`src/asram_pkg.sv`:
```
// Package with pin widths, timing figures and cycle counts of the memory port.
package asram_pkg;
  // Word address width and data width of the external memory.
  localparam int unsigned ADDR_W       = 17;
  localparam int unsigned DATA_W       = 16;
  // Clock period of the controller in picoseconds (50 MHz).
  localparam int unsigned CLK_PS       = 20000;
  // Read cycle time, least, in ns.
  localparam int unsigned T_RC_NS      = 45;
  // Output enable low to data valid, longest, in ns.
  localparam int unsigned T_DOE_NS     = 22;
  // Write strobe pulse width, least, in ns.
  localparam int unsigned T_PWE_NS     = 35;
  // Data setup to write end, least, in ns.
  localparam int unsigned T_SD_NS      = 25;
  // Output turn-off after write strobe falls, longest, in ns.
  localparam int unsigned T_HZWE_NS    = 18;
  // Output or byte select high to high impedance, longest, in ns.
  localparam int unsigned T_HZOE_NS    = 18;
  // Least cycle counts, rounded up.
  localparam int unsigned RD_CYC       =
    (T_RC_NS * 1000 + CLK_PS - 1) / CLK_PS;
  localparam int unsigned WR_PULSE_NS  =
    (T_PWE_NS > T_SD_NS + T_HZWE_NS) ? T_PWE_NS : T_SD_NS + T_HZWE_NS;
  localparam int unsigned WR_CYC       =
    (WR_PULSE_NS * 1000 + CLK_PS - 1) / CLK_PS;
  localparam int unsigned TURN_CYC     =
    (T_HZOE_NS * 1000 + CLK_PS - 1) / CLK_PS;
  // Counter width shared by the phase timer.
  localparam int unsigned CNT_W        = 4;
  // Phases of one access.
  typedef enum logic [2:0] {
    ASRAM_IDLE = 3'b000,
    ASRAM_RD   = 3'b001,
    ASRAM_WSET = 3'b010,
    ASRAM_WR   = 3'b011,
    ASRAM_TURN = 3'b100
  } asram_state_t;
endpackage : asram_pkg

```
`src/asram_tmr_if.sv`:
```
// Interface joining the access sequencer to its phase timer.
`timescale 1ns/1ps
interface asram_tmr_if;
  import asram_pkg::*;
  logic             load;   // Pulse that loads a new count.
  logic [CNT_W-1:0] count;  // Cycles to wait after the load.
  logic             done;   // High once the loaded count has run out.
  modport master (output load, output count, input done);
  modport timer  (input load, input count, output done);
endinterface : asram_tmr_if

```
`src/asram_timer.sv`:
```
// Down counter that times each phase of an access.
`timescale 1ns/1ps
module asram_timer
  import asram_pkg::*;
(
  input  wire logic  clk_sys_in,
  input  wire logic  rst_in,
  input  wire logic  ce_in,
  asram_tmr_if.timer tmr
);
  logic [CNT_W-1:0] cnt_reg;   // Cycles still to wait.
  logic [CNT_W-1:0] cnt_next;  // Next value of the counter.

  // A load wins over counting so back to back phases lose no cycle.
  always_comb
  begin
    cnt_next = cnt_reg;
    if (tmr.load)
    begin
      cnt_next = tmr.count;
    end
    else if (cnt_reg != '0)
    begin
      cnt_next = cnt_reg - 1'b1;
    end
  end

  // Registers the counter; the clock enable freezes it.
  always_ff @(posedge clk_sys_in or posedge rst_in)
  begin
    if (rst_in)
    begin
      cnt_reg <= '0;
    end
    else if (ce_in)
    begin
      cnt_reg <= cnt_next;
    end
  end

  // Done reads the counter alone: the sequencer loads on done, so
  // gating done with the load would close a combinational loop.
  assign tmr.done = (cnt_reg == '0);
endmodule : asram_timer

```
`src/asram_host.sv`:
```
// Host controller that drives an asynchronous 16-bit static memory.
// How it works
// - Data timed against the write-ending edge.
// - Strobe low time covers setup plus turn-off.
// - Host waits for bus release before driving.
// - Address-only reads keep controls low.
// - Write strobe stays high through every read.
// - Address set on the same edge as select falls.
// - Controls always at definite logic levels.
`timescale 1ns/1ps
module asram_host
  import asram_pkg::*;
#(
  parameter int unsigned AW = ADDR_W,  // Word address width.
  parameter int unsigned DW = DATA_W   // Data width.
)
(
  input  wire logic          clk_sys_in,
  input  wire logic          rst_in,
  input  wire logic          ce_in,
  input  wire logic          req_valid_in,
  input  wire logic          req_write_in,
  input  wire logic [AW-1:0] req_addr_in,
  input  wire logic [DW-1:0] req_wdata_in,
  input  wire logic [1:0]    req_lanes_in,
  output logic               req_ready_out,
  output logic               rsp_valid_out,
  output logic [DW-1:0]      rsp_rdata_out,
  output logic               chip_select_n_out,
  output logic               write_strobe_n_out,
  output logic               output_drive_n_out,
  output logic               upper_lane_select_n_out,
  output logic               lower_lane_select_n_out,
  output logic [AW-1:0]      word_address_out,
  input  wire logic [DW-1:0] data_in,
  output logic [DW-1:0]      data_out,
  output logic               data_oe_n_out
);
  import asram_pkg::*;

  localparam logic [CNT_W-1:0] RD_CNT   = CNT_W'(RD_CYC);
  localparam logic [CNT_W-1:0] WR_CNT   = CNT_W'(WR_CYC);
  localparam logic [CNT_W-1:0] TURN_CNT = CNT_W'(TURN_CYC);
  localparam logic [CNT_W-1:0] ONE_CNT  = CNT_W'(1);

  asram_tmr_if tmr ();  // Link to the phase timer.

  asram_state_t     st_reg,    st_next;     // Access phase.
  logic             cs_reg,    cs_next;     // Chip select, active low.
  logic             we_reg,    we_next;     // Write strobe, active low.
  logic             oe_reg,    oe_next;     // Output drive, active low.
  logic             ub_reg,    ub_next;     // Upper lane, active low.
  logic             lb_reg,    lb_next;     // Lower lane, active low.
  logic [AW-1:0]    addr_reg,  addr_next;   // Word address pins.
  logic [DW-1:0]    wd_reg,    wd_next;     // Write data pins.
  logic             doe_reg,   doe_next;    // Data enable, low drives.
  logic             rdy_reg,   rdy_next;    // Ready for a request.
  logic             rv_reg,    rv_next;     // Read data valid pulse.
  logic [DW-1:0]    rd_reg,    rd_next;     // Captured read data.
  logic             ld;                     // Timer load.
  logic [CNT_W-1:0] ld_cnt;                 // Timer count.

  assign tmr.load  = ld;
  assign tmr.count = ld_cnt;

  asram_timer u_timer (
    .clk_sys_in (clk_sys_in),
    .rst_in     (rst_in),
    .ce_in      (ce_in),
    .tmr        (tmr)
  );

  // Sequencer: every control pin is a flop, always at a firm level.
  always_comb
  begin
    st_next      = st_reg;
    cs_next      = cs_reg;
    we_next      = we_reg;
    oe_next      = oe_reg;
    ub_next      = ub_reg;
    lb_next      = lb_reg;
    addr_next    = addr_reg;
    wd_next      = wd_reg;
    doe_next     = doe_reg;
    rdy_next     = rdy_reg;
    rv_next      = 1'b0;
    rd_next      = rd_reg;
    ld           = 1'b0;
    ld_cnt       = ONE_CNT;
    case (st_reg)
      ASRAM_IDLE:
      begin
        // Deselected idle keeps the memory in standby.
        if (req_valid_in && rdy_reg && (req_lanes_in != 2'b00))
        begin
          // Address is set up with, never after, select falling.
          addr_next = req_addr_in;
          cs_next   = 1'b0;
          ub_next   = ~req_lanes_in[1];
          lb_next   = ~req_lanes_in[0];
          rdy_next  = 1'b0;
          ld        = 1'b1;
          if (req_write_in)
          begin
            // Output drive stays off so the memory never drives.
            oe_next  = 1'b1;
            wd_next  = req_wdata_in;
            doe_next = 1'b0;
            ld_cnt   = ONE_CNT;
            st_next  = ASRAM_WSET;
          end
          else
          begin
            we_next = 1'b1;
            oe_next = 1'b0;
            ld_cnt  = RD_CNT;
            st_next = ASRAM_RD;
          end
        end
      end
      ASRAM_RD:
      begin
        if (tmr.done)
        begin
          // Lanes not asked for float at the memory, so mask them.
          rd_next[7:0]     = lb_reg ? 8'h00 : data_in[7:0];
          rd_next[DW-1:8]  = ub_reg ? '0 : data_in[DW-1:8];
          rv_next          = 1'b1;
          // Stay selected for an address-only next read.
          if (req_valid_in && !req_write_in
              && (req_lanes_in == {~ub_reg, ~lb_reg}))
          begin
            addr_next = req_addr_in;
            ld        = 1'b1;
            ld_cnt    = RD_CNT;
          end
          else
          begin
            cs_next      = 1'b1;
            oe_next      = 1'b1;
            ub_next      = 1'b1;
            lb_next      = 1'b1;
            ld           = 1'b1;
            ld_cnt       = TURN_CNT;
            st_next      = ASRAM_TURN;
          end
        end
      end
      ASRAM_WSET:
      begin
        // Strobe falls last, so select and the asked-for lane selects are already low.
        if (tmr.done)
        begin
          we_next = 1'b0;
          ld      = 1'b1;
          ld_cnt  = WR_CNT;
          st_next = ASRAM_WR;
        end
      end
      ASRAM_WR:
      begin
        if (tmr.done)
        begin
          // Only the strobe rises; data, select and address hold two
          // more cycles so this edge alone ends the write.
          we_next = 1'b1;
          ld      = 1'b1;
          ld_cnt  = ONE_CNT;
          st_next = ASRAM_TURN;
        end
      end
      ASRAM_TURN:
      begin
        if (tmr.done)
        begin
          // Releases select, lanes and the data pins on one edge.
          cs_next  = 1'b1;
          ub_next  = 1'b1;
          lb_next  = 1'b1;
          doe_next = 1'b1;
          rdy_next = 1'b1;
          st_next  = ASRAM_IDLE;
        end
      end
      default:
      begin
        st_next = ASRAM_IDLE;
      end
    endcase
  end

  // Registers the sequencer; reset leaves the memory deselected.
  always_ff @(posedge clk_sys_in or posedge rst_in)
  begin
    if (rst_in)
    begin
      st_reg      <= ASRAM_IDLE;
      cs_reg      <= 1'b1;
      we_reg      <= 1'b1;
      oe_reg      <= 1'b1;
      ub_reg      <= 1'b1;
      lb_reg      <= 1'b1;
      addr_reg    <= '0;
      wd_reg      <= '0;
      doe_reg     <= 1'b1;
      rdy_reg     <= 1'b1;
      rv_reg      <= 1'b0;
      rd_reg      <= '0;
    end
    else if (ce_in)
    begin
      st_reg      <= st_next;
      cs_reg      <= cs_next;
      we_reg      <= we_next;
      oe_reg      <= oe_next;
      ub_reg      <= ub_next;
      lb_reg      <= lb_next;
      addr_reg    <= addr_next;
      wd_reg      <= wd_next;
      doe_reg     <= doe_next;
      rdy_reg     <= rdy_next;
      rv_reg      <= rv_next;
      rd_reg      <= rd_next;
    end
  end

  // All pin outputs come straight from flops.
  assign req_ready_out           = rdy_reg;
  assign rsp_valid_out           = rv_reg;
  assign rsp_rdata_out           = rd_reg;
  assign chip_select_n_out       = cs_reg;
  assign write_strobe_n_out      = we_reg;
  assign output_drive_n_out      = oe_reg;
  assign upper_lane_select_n_out = ub_reg;
  assign lower_lane_select_n_out = lb_reg;
  assign word_address_out        = addr_reg;
  assign data_out                = wd_reg;
  assign data_oe_n_out           = doe_reg;
endmodule : asram_host

```
`config.mk`:
```
export PLATFORM = sky130hd
export DESIGN_NAME = asram_host
export DESIGN_NICKNAME = d
export VERILOG_FILES = /design/src/asram_pkg.sv /design/src/asram_tmr_if.sv /design/src/asram_timer.sv /design/src/asram_host.sv
export SDC_FILE = /design/constraint.sdc
export NUM_CORES = 1
export LEC_CHECK = 0
export ABC_AREA = 1
export BUFFER_PORTS_ARGS = -buffer_cell sky130_fd_sc_hd__buf_2
export CAP_MARGIN = 20
export CORE_MARGIN = 2
export CORE_UTILIZATION = 30
export DETAILED_ROUTE_END_ITERATION = 10
export PLACE_DENSITY_LB_ADDON = 0.1
export SETUP_SLACK_MARGIN = 0.4
export SYNTH_ARGS = -nofsm -noshare
export SYNTH_HDL_FRONTEND = slang
export SYNTH_SLANG_ARGS = --single-unit
```
`constraint.sdc`:
```
create_clock -name clk_sys_in -period 1.83 [get_ports clk_sys_in]
set_input_delay 0.0915 -clock clk_sys_in [delete_from_list [all_inputs] [get_ports clk_sys_in]]
set_output_delay 0.0915 -clock clk_sys_in [all_outputs]
set_load 0.01 [all_outputs]
```
==> results.cfg, run 1 <==
[logic_synthesis]
synthTopCellsByArea = sky130_fd_sc_hd__dfrtp_1 48%, sky130_fd_sc_hd__nand2_1 16%, sky130_fd_sc_hd__nand3_1 7.7%
ys_types = 25
yosysTopAreaCellShare_pct = 47.6
yosysSeqAreaShare_pct = 53.7
post_synthesis_async_set_or_reset_flop_share_pct = 100
synth_edf_count = 0
postSynthRegisterBits = 64
synth_top_cell_by_area = sky130_fd_sc_hd__dfrtp_1
syn_avg_cell_area_um2 = 8.06
synthesis.area_um2 = 3000
syn_nets = 430
postSynth.topFlopCell = sky130_fd_sc_hd__dfrtp_1
synthesis.instances = 372
synthesis.yosys.warnings = 0

[critical_path]
r2r_cells = 10
ff2ff_setup_slack_ns = 0.31
cp.required_ns = 2.12
timing_worst_setup_path_type = reg2reg
worst-endpoint-arrival_ns = 1.81
reg2reg_from = st_reg[1]
endpoint_kind = flop
crit-reg2reg-capture = rsp_rdata_out[9]
cp_max_fo = 7
critPathLaunchType = flop

[sta]
layout_worst_path_cycle_share_pct = 83.1
fmax_mhz = 657
max_slew.worst_pin.slew_ns = 0.355
layout_min_cycle_time_ns = 1.52
slew-limit-headroom_pct = 76.4
final_sum_of_negative_setup_slack_ns = 0
finalHoldViolations = 0
final_max_slew_viol_count = 0
final_critical_path_setup_slack_ns = 0.309
unrepaired_setup_endpoints_after_global_routing = yes
hold_ws_ns = 0.0698
fin_skew_ns = 0.0131
setup_viol_count_final = 0

[clock_network]
max-clock-path-buffers = 2
htree_levels = 3
worst_skew_pair.late_latency_ns = 0.35
tritoncts.num_buffers = 9
cts.clk_slew.worst_paths_ns = 0.08
cts_tree = yes
tritoncts_num_sinks = 64
cts_root_buf = sky130_fd_sc_hd__clkbuf_8

[route]
via_per_inst = 4.36
dr_total_vias = 3101
drtIter0Drc = 148
antenna_left = 0
wl_per_cell_um = 12.4
remaining_drc_errors = 0
routed_wl_um = 8860
drt_pass1_iterations = 6

[placed_design]
io_buffer_count = 112
dp_cells = 612
hpwl_dp_um = 5470
gp_routability_congestion = 0.814
place_worst_setup_slack_ns = 0.156

[final_layout]
area_growth_syn_to_layout_pct = 69.8
post_layout_nonfiller_instances = 712
fill_cells = 966
drive_gt1_share_pct = 42.8
finalNetCount = 632
ant_diodes = 0
largest_register_ffs = 17

[floorplanning]
top_level_ports = 113
die-height_um = 104
core-area_um2 = 9730
fp.dieArea_um2 = 10800
row_count = 36
start_util_pct = 30.8
floorplan.die.width_um = 104

[global_route]
grt_pass1_vias = 3138
grt_usage_pct = 16.7
grt_antenna_before_repair = 0
grt_remaining_overflow = 0
grt_start_max_net_pins = 65
grt_pass1_wl_um = 14800

[flow_run]
maxCapViolations = 0

[run_status]
status = finished clean

[power_and_ir_drop]
vdd_drop_max_mv = 0.490
cell_area_power_density_nw_per_um2 = 1550
p_leak_nw = 2.72

[min_path]
hold-path-cell-count = 3
holdCritStartpoint = req_write_in
hold_path.class = in2reg
worst_hold_path.endpoint = output_drive_n_out
## per-stage QoR
stage	utilization, %	cell area [um2]	power (mW)
after CTS	50.2	4890	7.56
after detailed placement	38.7	3760	5.33
final	52.4	5090	7.88
after global placement	38.7	3760	5.32
after floorplan	-	3040	4.31
after global routing	52.4	5090	8.48
## critical path, cell delays in order (launching register included)
cell	delay, ns
sky130_fd_sc_hd__dfrtp_2	0.45
sky130_fd_sc_hd__inv_4	0.10
sky130_fd_sc_hd__nand2_4	0.05
sky130_fd_sc_hd__nor2_4	0.18
sky130_fd_sc_hd__buf_6	0.13
sky130_fd_sc_hd__inv_2	0.04
sky130_fd_sc_hd__nor2_4	0.09
sky130_fd_sc_hd__buf_12	0.14
sky130_fd_sc_hd__buf_6	0.12
sky130_fd_sc_hd__nand3_1	0.09
sky130_fd_sc_hd__nand2_1	0.08
## Yosys cell counts (3+ instances only)
cell type and instances:
sky130_fd_sc_hd__nand2_1 129, sky130_fd_sc_hd__dfrtp_1 57, sky130_fd_sc_hd__nand3_1 46, sky130_fd_sc_hd__inv_1 35
sky130_fd_sc_hd__nor2_1 25, sky130_fd_sc_hd__o21ai_1 20, sky130_fd_sc_hd__buf_2 10, sky130_fd_sc_hd__dfstp_2 7
sky130_fd_sc_hd__nand2_2 7, sky130_fd_sc_hd__inv_2 6, sky130_fd_sc_hd__nor2_2 4, sky130_fd_sc_hd__a21oi_1 3
sky130_fd_sc_hd__nor2_4 3, sky130_fd_sc_hd__o21ai_0 3
## layer usage
| layer | share of wire (%) | GRT usage, % | vias up | wire length [um] |
|---|---|---|---|---|
| li1 | - | - | 1575 | - |
| met1 | 46 | 21.6 | 1439 | 4110 |
| met2 | 48 | 27.4 | 73 | 4270 |
| met3 | 3.9 | 4.07 | 14 | 344 |
| met4 | 1.6 | 5.31 | 0 | 142 |
| met5 | 0 | 0 | - | 0 |
## cell families after synthesis
logic type	count (synthesis)	share of synthesized area (%)
buf+inv	53	7.43
compound gates	29	5.09
fa+ha+maj	2	0.834
flops	64	53.7
xor+xnor	2	0.584
simple gates	222	32.4
## layout by cell type, fill, tap and decap left out, types with 3 or more instances in the layout
master                          count
sky130_fd_sc_hd__nor2_2             3
sky130_fd_sc_hd__dfrtp_2            3
sky130_fd_sc_hd__bufinv_16          3
sky130_fd_sc_hd__nand3_1           24
sky130_fd_sc_hd__nand2_1          120
sky130_fd_sc_hd__nor2_1            19
sky130_fd_sc_hd__dfrtp_1           54
sky130_fd_sc_hd__buf_6              8
sky130_fd_sc_hd__inv_2              7
sky130_fd_sc_hd__dlygate4sd3_1     50
sky130_fd_sc_hd__buf_2            112
sky130_fd_sc_hd__o21ai_1           18
sky130_fd_sc_hd__nand2_4            7
sky130_fd_sc_hd__clkbuf_8          10
sky130_fd_sc_hd__buf_4             23
sky130_fd_sc_hd__o21ai_2            3
sky130_fd_sc_hd__buf_12             4
sky130_fd_sc_hd__nand3_2           24
sky130_fd_sc_hd__nand2_2           10
sky130_fd_sc_hd__dfstp_2            7
sky130_fd_sc_hd__a21oi_1            3
sky130_fd_sc_hd__buf_8              4
sky130_fd_sc_hd__nor2_4            10
sky130_fd_sc_hd__inv_1             31
## repair_timing
| action | 4_1_cts | 5_1_grt |
|---|---|---|
| hold buffers | 50 | 0 |
| gates cloned | 4 | 0 |
| pin swaps | 11 | 43 |
| hold endpoints to repair | 106 | 0 |
| endpoints found under the setup margin | 62 | 64 |
| buffers inserted | 23 | 7 |
| gates resized for setup | 38 | 39 |
## power by group
part / internal, mW / leakage, nW / switching, mW
Clock: 0.949 / 0.123 / 0.595
Combinational: 1.73 / 1.79 / 2.11
Sequential: 2.10 / 0.807 / 0.401
## cell type report
class | instances | area, um2 | area share [%]
clock inverter | 6 | 115 | 2.26
sequential | 64 | 1610 | 31.7
timing repair buffer | 201 | 1460 | 28.7
multi-input combinational | 256 | 1430 | 28.0
tap | 133 | 166 | 3.27
timing repair inverter | 1 | 6.26 | 0.123
clock buffer | 10 | 138 | 2.70
inverter | 41 | 165 | 3.24
## how the worst max path moves through the flow
| stage | startpoint | to | slack (ns) |
|---|---|---|---|
| finish | st_reg[1] | rsp_rdata_out[9] | 0.31 |
| global route | u_timer.cnt_reg[0] | rsp_rdata_out[9] | 0.20 |
| CTS | st_reg[1] | rsp_rdata_out[7] | 0.35 |
| detailed placement | st_reg[0] | word_address_out[2] | 0.16 |
| global placement | st_reg[0] | word_address_out[9] | 0.15 |
| floorplan | u_timer.cnt_reg[1] | rsp_rdata_out[0] | 0.32 |
Note: power is estimated with default switching activity, not from simulation.
==> inputs of run 2 (changes only) <==
--- a/config.mk
+++ b/config.mk
@@ -5,7 +5,7 @@
 export SDC_FILE = /design/constraint.sdc
 export NUM_CORES = 1
 export LEC_CHECK = 0
-export ABC_AREA = 1
+export ABC_AREA = 0
 export BUFFER_PORTS_ARGS = -buffer_cell sky130_fd_sc_hd__buf_2
 export CAP_MARGIN = 20
 export CORE_MARGIN = 2
==> constraint.sdc (replaced) <==
create_clock -name clk_sys_in -period 1.59 [get_ports clk_sys_in]
set_input_delay 0.0795 -clock clk_sys_in [delete_from_list [all_inputs] [get_ports clk_sys_in]]
set_output_delay 0.0795 -clock clk_sys_in [all_outputs]
set_load 0.01 [all_outputs]
==> run 2 against run 1 <==
  * The flow now finishes with violations (setup timing)
  * Die area fell by 1.7%
  * Fmax down 16%
  * Combinational power is 7.0% lower
  * Sequential share of layout area decreased by 1.3 points
  * Clock power increased by 4%
  * Register-to-register slack worse by 0.53 ns
  * Count of clock-buffer cells in the layout shrank 1
  * Via count is 11% lower
  * Sequential cell count is the same
==> results.cfg, run 2 <==
[run_status]
status = complete, but fails checks
failing_checks = setup timing

[critical_path]
crit_slowest_cell = sky130_fd_sc_hd__dfstp_2
timing_worst_setup_path_type = reg2reg
cp.required_ns = 1.82
endpoint_kind = flop
cp_max_fo = 7
crit_path_start = lower_lane_select_n_out
crit_path_cell_trace = xnor2_4, nor3_4, and3_4, o21ai_4, clkbuf_16, mux2_4
critPathLaunchType = flop
critPathMaxStageDelay_ns = 0.59
reg2reg_from = lower_lane_select_n_out
worst-endpoint-arrival_ns = 2.04

[sta]
max_slew.worst_pin.slew_ns = 0.548
layout_min_cycle_time_ns = 1.81
setup_viol_count_final = 61
unrepaired_setup_endpoints_after_global_routing = yes
finalHoldViolations = 0
final_critical_path_setup_slack_ns = -0.220
slew-limit-headroom_pct = 63.3
fmax_mhz = 553
final_max_slew_viol_count = 0
fin_skew_ns = 0.0167
final_sum_of_negative_setup_slack_ns = -7.99
layout_worst_path_cycle_share_pct = 114

[final_layout]
layout_common_cells = 109 x sky130_fd_sc_hd__buf_2, 57 x sky130_fd_sc_hd__dfrtp_1, 50 x sky130_fd_sc_hd__dlygate4sd3_1
final_common_cell = sky130_fd_sc_hd__buf_2
drive_gt1_share_pct = 55.9
area_growth_syn_to_layout_pct = 79.8
finalNetCount = 541
post-route-cell-area_um2 = 5300
ant_diodes = 0
largest_register_ffs = 17

[clock_network]
cts_tree = yes
htree_levels = 3
worst_skew_pair.late_latency_ns = 0.34
max-clock-path-buffers = 2
tritoncts.num_buffers = 9
tritoncts_num_sinks = 64
cts_root_buf = sky130_fd_sc_hd__clkbuf_8
cts.clk_slew.worst_paths_ns = 0.08

[logic_synthesis]
synth_adder_area_share_pct = 0.849
postSynth.topFlopCell = sky130_fd_sc_hd__dfrtp_1
synthesis.instances = 257
syn_nets = 315
synth.top_cells.by_count = 57 x sky130_fd_sc_hd__dfrtp_1, 31 x sky130_fd_sc_hd__nand2_1, 28 x sky130_fd_sc_hd__o21ai_0, 24 x sky130_fd_sc_hd__mux2_2, 22 x sky130_fd_sc_hd__nand2b_1
yosysSeqAreaShare_pct = 54.6
syn_avg_cell_area_um2 = 11.5
share_of_the_synthesized_netlist_area_taken_by_xor_and_xnor_gates_pct = 1.44
synth_edf_count = 0
synth_top_cell_by_area = sky130_fd_sc_hd__dfrtp_1
dominant_combinational_cell_family_by_area_after_synthesis = multiplexers
synthTopCellsByArea = sky130_fd_sc_hd__dfrtp_1 48%, sky130_fd_sc_hd__mux2_2 9.2%, sky130_fd_sc_hd__dfstp_2 6.2%
postSynthRegisterBits = 64
ys_types = 43
synth_compound_gate_area_share_pct = 10.7
synthesis.yosys.warnings = 0
yosys.area_share.simple_pct = 13.6
yosysTopAreaCellShare_pct = 48.4
post_synthesis_async_set_or_reset_flop_share_pct = 100
synthesis.area_um2 = 2950
yosys-mux-area-fraction_pct = 15.3
post-synth-top-count-cell = sky130_fd_sc_hd__dfrtp_1

[min_path]
holdCritStartpoint = req_write_in
hold_path.class = in2reg

[route]
dr_total_vias = 2759
via_per_inst = 4.44
drt_pass1_iterations = 4
routed_wl_um = 8740
antenna_left = 0
remaining_drc_errors = 0
wl_per_cell_um = 14.1
drtIter0Drc = 64

[global_route]
grt_usage_pct = 16.0
grt_start_max_net_pins = 65
grt_remaining_overflow = 0
grt_pass1_vias = 2734
grt_pass1_wl_um = 13200
grt_antenna_before_repair = 0

[placed_design]
io_buffer_count = 112
hpwl_dp_um = 5370
place_worst_setup_slack_ns = -0.431
gp_routability_congestion = 0.823
dpl-instance-area_um2 = 4040

[floorplanning]
fp.dieArea_um2 = 10600
die-height_um = 103
floorplan.die.width_um = 103
top_level_ports = 113
row_count = 36
start_util_pct = 30.6
core-area_um2 = 9640

[power_and_ir_drop]
vdd_drop_max_mv = 0.528
p_leak_nw = 2.70
cell_area_power_density_nw_per_um2 = 1440

[flow_run]
maxCapViolations = 0
-- run 2: cell count changes in the layout (fill, tap and decap cells not counted), moves of 21 or more --
| cell | previous run | this run |
|---|---|---|
| sky130_fd_sc_hd__buf_4 | 23 | 44 |
| sky130_fd_sc_hd__inv_1 | 31 | 6 |
| sky130_fd_sc_hd__mux2_4 | 0 | 35 |
| sky130_fd_sc_hd__nand2_1 | 120 | 26 |
| sky130_fd_sc_hd__nand2b_1 | 0 | 21 |
| sky130_fd_sc_hd__nand3_1 | 24 | 0 |
| sky130_fd_sc_hd__nand3_2 | 24 | 1 |
-- run 2: metrics by stage --
stage / total power [mW] / utilization [%] / instances / hold WS [ns]
finish: 7.65 / 55.0 / 621 / 0.157
global route: 8.15 / 55.0 / 621 / 0.157
CTS: 7.44 / 53.2 / 612 / 0.140
detailed placement: 5.25 / 41.9 / 532 / 0.208
global placement: 5.22 / 41.9 / 532 / 0.213
floorplan: 4.11 / - / 257 / 0.208
-- run 2: power by group --
group / total (mW) / internal (mW) / switching, mW
clock network: 1.60 / 0.900 / 0.704
logic: 3.57 / 1.97 / 1.60
registers: 2.48 / 2.17 / 0.304
-- run 2: critical path: cells and delay by family, from the launching register on --
| family | cells | cell delay, ns |
|---|---|---|
| flip-flops | 1 | 0.59 |
| AND/OR/NAND/NOR | 2 | 0.22 |
| multiplexers | 1 | 0.30 |
| buffers and inverters | 1 | 0.21 |
| XOR/XNOR | 1 | 0.15 |
| AO/OA/AOI/OAI | 1 | 0.23 |
-- run 2: final cells by class --
class | count | area, um2
tap | 133 | 166
clock inverter | 7 | 101
clock buffer | 9 | 124
multi-input combinational | 172 | 1530
inverter | 9 | 37.5
sequential | 64 | 1610
fill | 908 | 4340
timing repair buffer | 227 | 1730
-- run 2: cell families after synthesis --
kind of cell    count (synthesis)
flops                          64
buf+inv                        21
fa+ha+maj                       2
compound gates                 52
mux                            37
xor+xnor                        4
simple gates                   77
-- run 2: what timing repair did --
item	in CTS	in global routing
hold buffers	50	0
pin swaps	10	4
setup endpoints to repair	67	67
setup buffers	12	8
resized for setup	52	21
gates cloned	2	1
hold endpoints to repair	106	0
-- run 2: routing by layer --
metal	routed length (um)	part of all wire [%]	GRT usage, %
met1	3950	45	20.5
met2	4410	50	27.4
met3	309	3.5	3.86
met4	73	0.83	3.64
met5	0	0	0
-- run 2: final timing paths --
kind,to,slack (ns),cells after the start
max,word_address_out[8],-0.22,6
min,st_reg[1],0.16,3
max reg2reg,word_address_out[8],-0.22,6
min reg2reg,rsp_rdata_out[4],0.48,2
max in group asynchronous,write_strobe_n_out,0.88,4
min in group asynchronous,rsp_rdata_out[3],0.39,4
==> inputs of run 3 (changes only) <==
--- a/config.mk
+++ b/config.mk
@@ -12,6 +12,7 @@
 export CORE_UTILIZATION = 30
 export DETAILED_ROUTE_END_ITERATION = 10
 export PLACE_DENSITY_LB_ADDON = 0.1
+export RECOVER_POWER = 100
 export SETUP_SLACK_MARGIN = 0.4
 export SYNTH_ARGS = -nofsm -noshare
 export SYNTH_HDL_FRONTEND = slang
==> run 3 against run 2 <==
  * Final area fell by 1.5%
  * Register-to-register slack about the same
  * Global-route usage unchanged
  * First-iteration DRC count rose by 4.7%
  * Hold slack better by 0.0068 ns
  * Core utilization down 0.84 points
  * The flow still finishes with violations (setup timing)
  * Clock power barely moved
  * Die area is the same
  * Cell count stayed put
  * Fmax about the same
  * Routed wire length is 0.70% higher
==> results.cfg, run 3 (same netlist as run 2, synthesis figures left out) <==
[clock_network]
max-clock-path-buffers = 2
tritoncts_num_sinks = 64
cts_tree = yes
cts.clk_slew.worst_paths_ns = 0.09
htree_levels = 3
tritoncts.num_buffers = 9
worst_skew_pair.late_latency_ns = 0.34
cts_root_buf = sky130_fd_sc_hd__clkbuf_8

[critical_path]
r2r_cells = 6
cp.required_ns = 1.82
crit_path_cell_trace = xnor2_4, nor3_4, and3_4, o21ai_4, clkbuf_16, mux2_4
worst-endpoint-arrival_ns = 2.04
timing_worst_setup_path_type = reg2reg
critPathLaunchType = flop
crit_slowest_cell = sky130_fd_sc_hd__dfstp_2
cp_max_fo = 7
critPathMaxStageDelay_ns = 0.59
endpoint_kind = flop

[global_route]
grt_pass1_wl_um = 13200
grt_pass1_vias = 2734
grt_remaining_overflow = 0
grt_antenna_before_repair = 0
grt_start_max_net_pins = 65
grt_usage_pct = 16.0

[placed_design]
dpl-instance-area_um2 = 4040
hpwl_dp_um = 5370
gp_routability_congestion = 0.823
io_buffer_count = 112
dp_cells = 532

[min_path]
hold_path.class = in2reg
hold-path-cell-count = 3

[power_and_ir_drop]
combinationalPowerShare_pct = 45.8
sw_ratio_pct = 34.8
power.internal_mw = 4.92
vdd_drop_max_mv = 0.528
cell_area_power_density_nw_per_um2 = 1450
power_switching_mw = 2.63
clock_power_share_pct = 21.2
p_seq_share_pct = 33.0
p_leak_nw = 2.48

[route]
via_per_inst = 4.43
wl_per_cell_um = 14.2
remaining_drc_errors = 0
routed_wl_um = 8800
drt_pass1_iterations = 4
antenna_left = 0
dr_total_vias = 2751
drtIter0Drc = 67

[final_layout]
ant_diodes = 0
layout_common_cells = 57 x sky130_fd_sc_hd__dfrtp_1, 55 x sky130_fd_sc_hd__clkbuf_1, 54 x sky130_fd_sc_hd__buf_2
post_layout_nonfiller_instances = 621
fill_cells = 943
finalNetCount = 541
post-route-cell-area_um2 = 5220
final_common_cell = sky130_fd_sc_hd__dfrtp_1
multiInputGateArea_um2 = 1530
register_area_um2 = 1610
area_growth_syn_to_layout_pct = 77.0
drive_gt1_share_pct = 44.5
largest_register_ffs = 17

[sta]
slew-limit-headroom_pct = 41.0
final_max_slew_viol_count = 0
max_slew.worst_pin.slew_ns = 0.885
finalHoldViolations = 0
layout_worst_path_cycle_share_pct = 114
setup_viol_count_final = 61
layout_min_cycle_time_ns = 1.81
unrepaired_setup_endpoints_after_global_routing = yes
fin_skew_ns = 0.0172
fmax_mhz = 553
final_critical_path_setup_slack_ns = -0.220
final_sum_of_negative_setup_slack_ns = -8.41

[run_status]
failing_checks = setup timing
status = complete, but fails checks

[floorplanning]
fp.dieArea_um2 = 10600
row_count = 36
core-area_um2 = 9640
floorplan.die.width_um = 103
start_util_pct = 30.6
top_level_ports = 113
die-height_um = 103

[flow_run]
maxCapViolations = 0
## run 3: repair_timing
action / CTS / global route
hold endpoints to repair: 106 / 0
setup buffers: 12 / 8
pin swaps: 10 / 4
hold buffers: 50 / 0
cloned: 2 / 1
resized for setup: 52 / 21
setup endpoints to repair: 67 / 67
## run 3: area by class of cell
cell class / instances / share of cell area (%)
timing repair buffer: 227 / 31.6
sequential: 64 / 30.9
multi-input combinational: 172 / 29.3
tap: 133 / 3.19
clock buffer: 9 / 2.37
clock inverter: 7 / 1.94
inverter: 9 / 0.720
## run 3: power by group through the flow
stage | combinational [mW] | clock (mW) | sequential (mW)
CTS | 3.31 | 1.67 | 2.46
detailed placement | 2.77 | 0 | 2.48
global placement | 2.75 | 0 | 2.47
floorplan | 1.42 | 0 | 2.69
global route | 3.77 | 1.73 | 2.55
finish | 3.46 | 1.60 | 2.49
## run 3: metal layers
| metal | part of all wire [%] | up-vias | GRT usage [%] |
|---|---|---|---|
| li1 | - | 1342 | - |
| met1 | 45 | 1355 | 20.5 |
| met2 | 50 | 47 | 27.4 |
| met3 | 3.6 | 7 | 3.86 |
| met4 | 0.83 | 0 | 3.64 |
| met5 | 0 | - | 0 |
## run 3: critical path, delay by kind of cell, from the launching register on
kind	cells	cell delay (ns)
simple gates	2	0.22
buf+inv	1	0.21
mux	1	0.30
xor+xnor	1	0.15
flops	1	0.59
compound gates	1	0.23
## run 3: final timing paths
check	startpoint	endpoint	slack, ns
setup / recovery	lower_lane_select_n_out	word_address_out[8]	-0.22
hold / removal	req_write_in	st_reg[1]	0.16
setup reg to reg	lower_lane_select_n_out	word_address_out[8]	-0.22
hold reg to reg	chip_select_n_out	chip_select_n_out	0.48
max in group asynchronous	rst_in	data_out[14]	0.40
min in group asynchronous	rst_in	rsp_rdata_out[3]	0.62
## run 3: per-stage QoR
step           utilization [%]  hold slack (ns)  setup slack [ns]  power [mW]
3_3_place_gp              41.9            0.213            -0.411        5.22
3_5_place_dp              41.9            0.208            -0.431        5.25
6_report                  54.1            0.163            -0.220        7.55
2_1_floorplan                -            0.208            -0.263        4.11
5_1_grt                   54.1            0.157            -0.277        8.04
4_1_cts                   53.2            0.140            -0.180        7.44
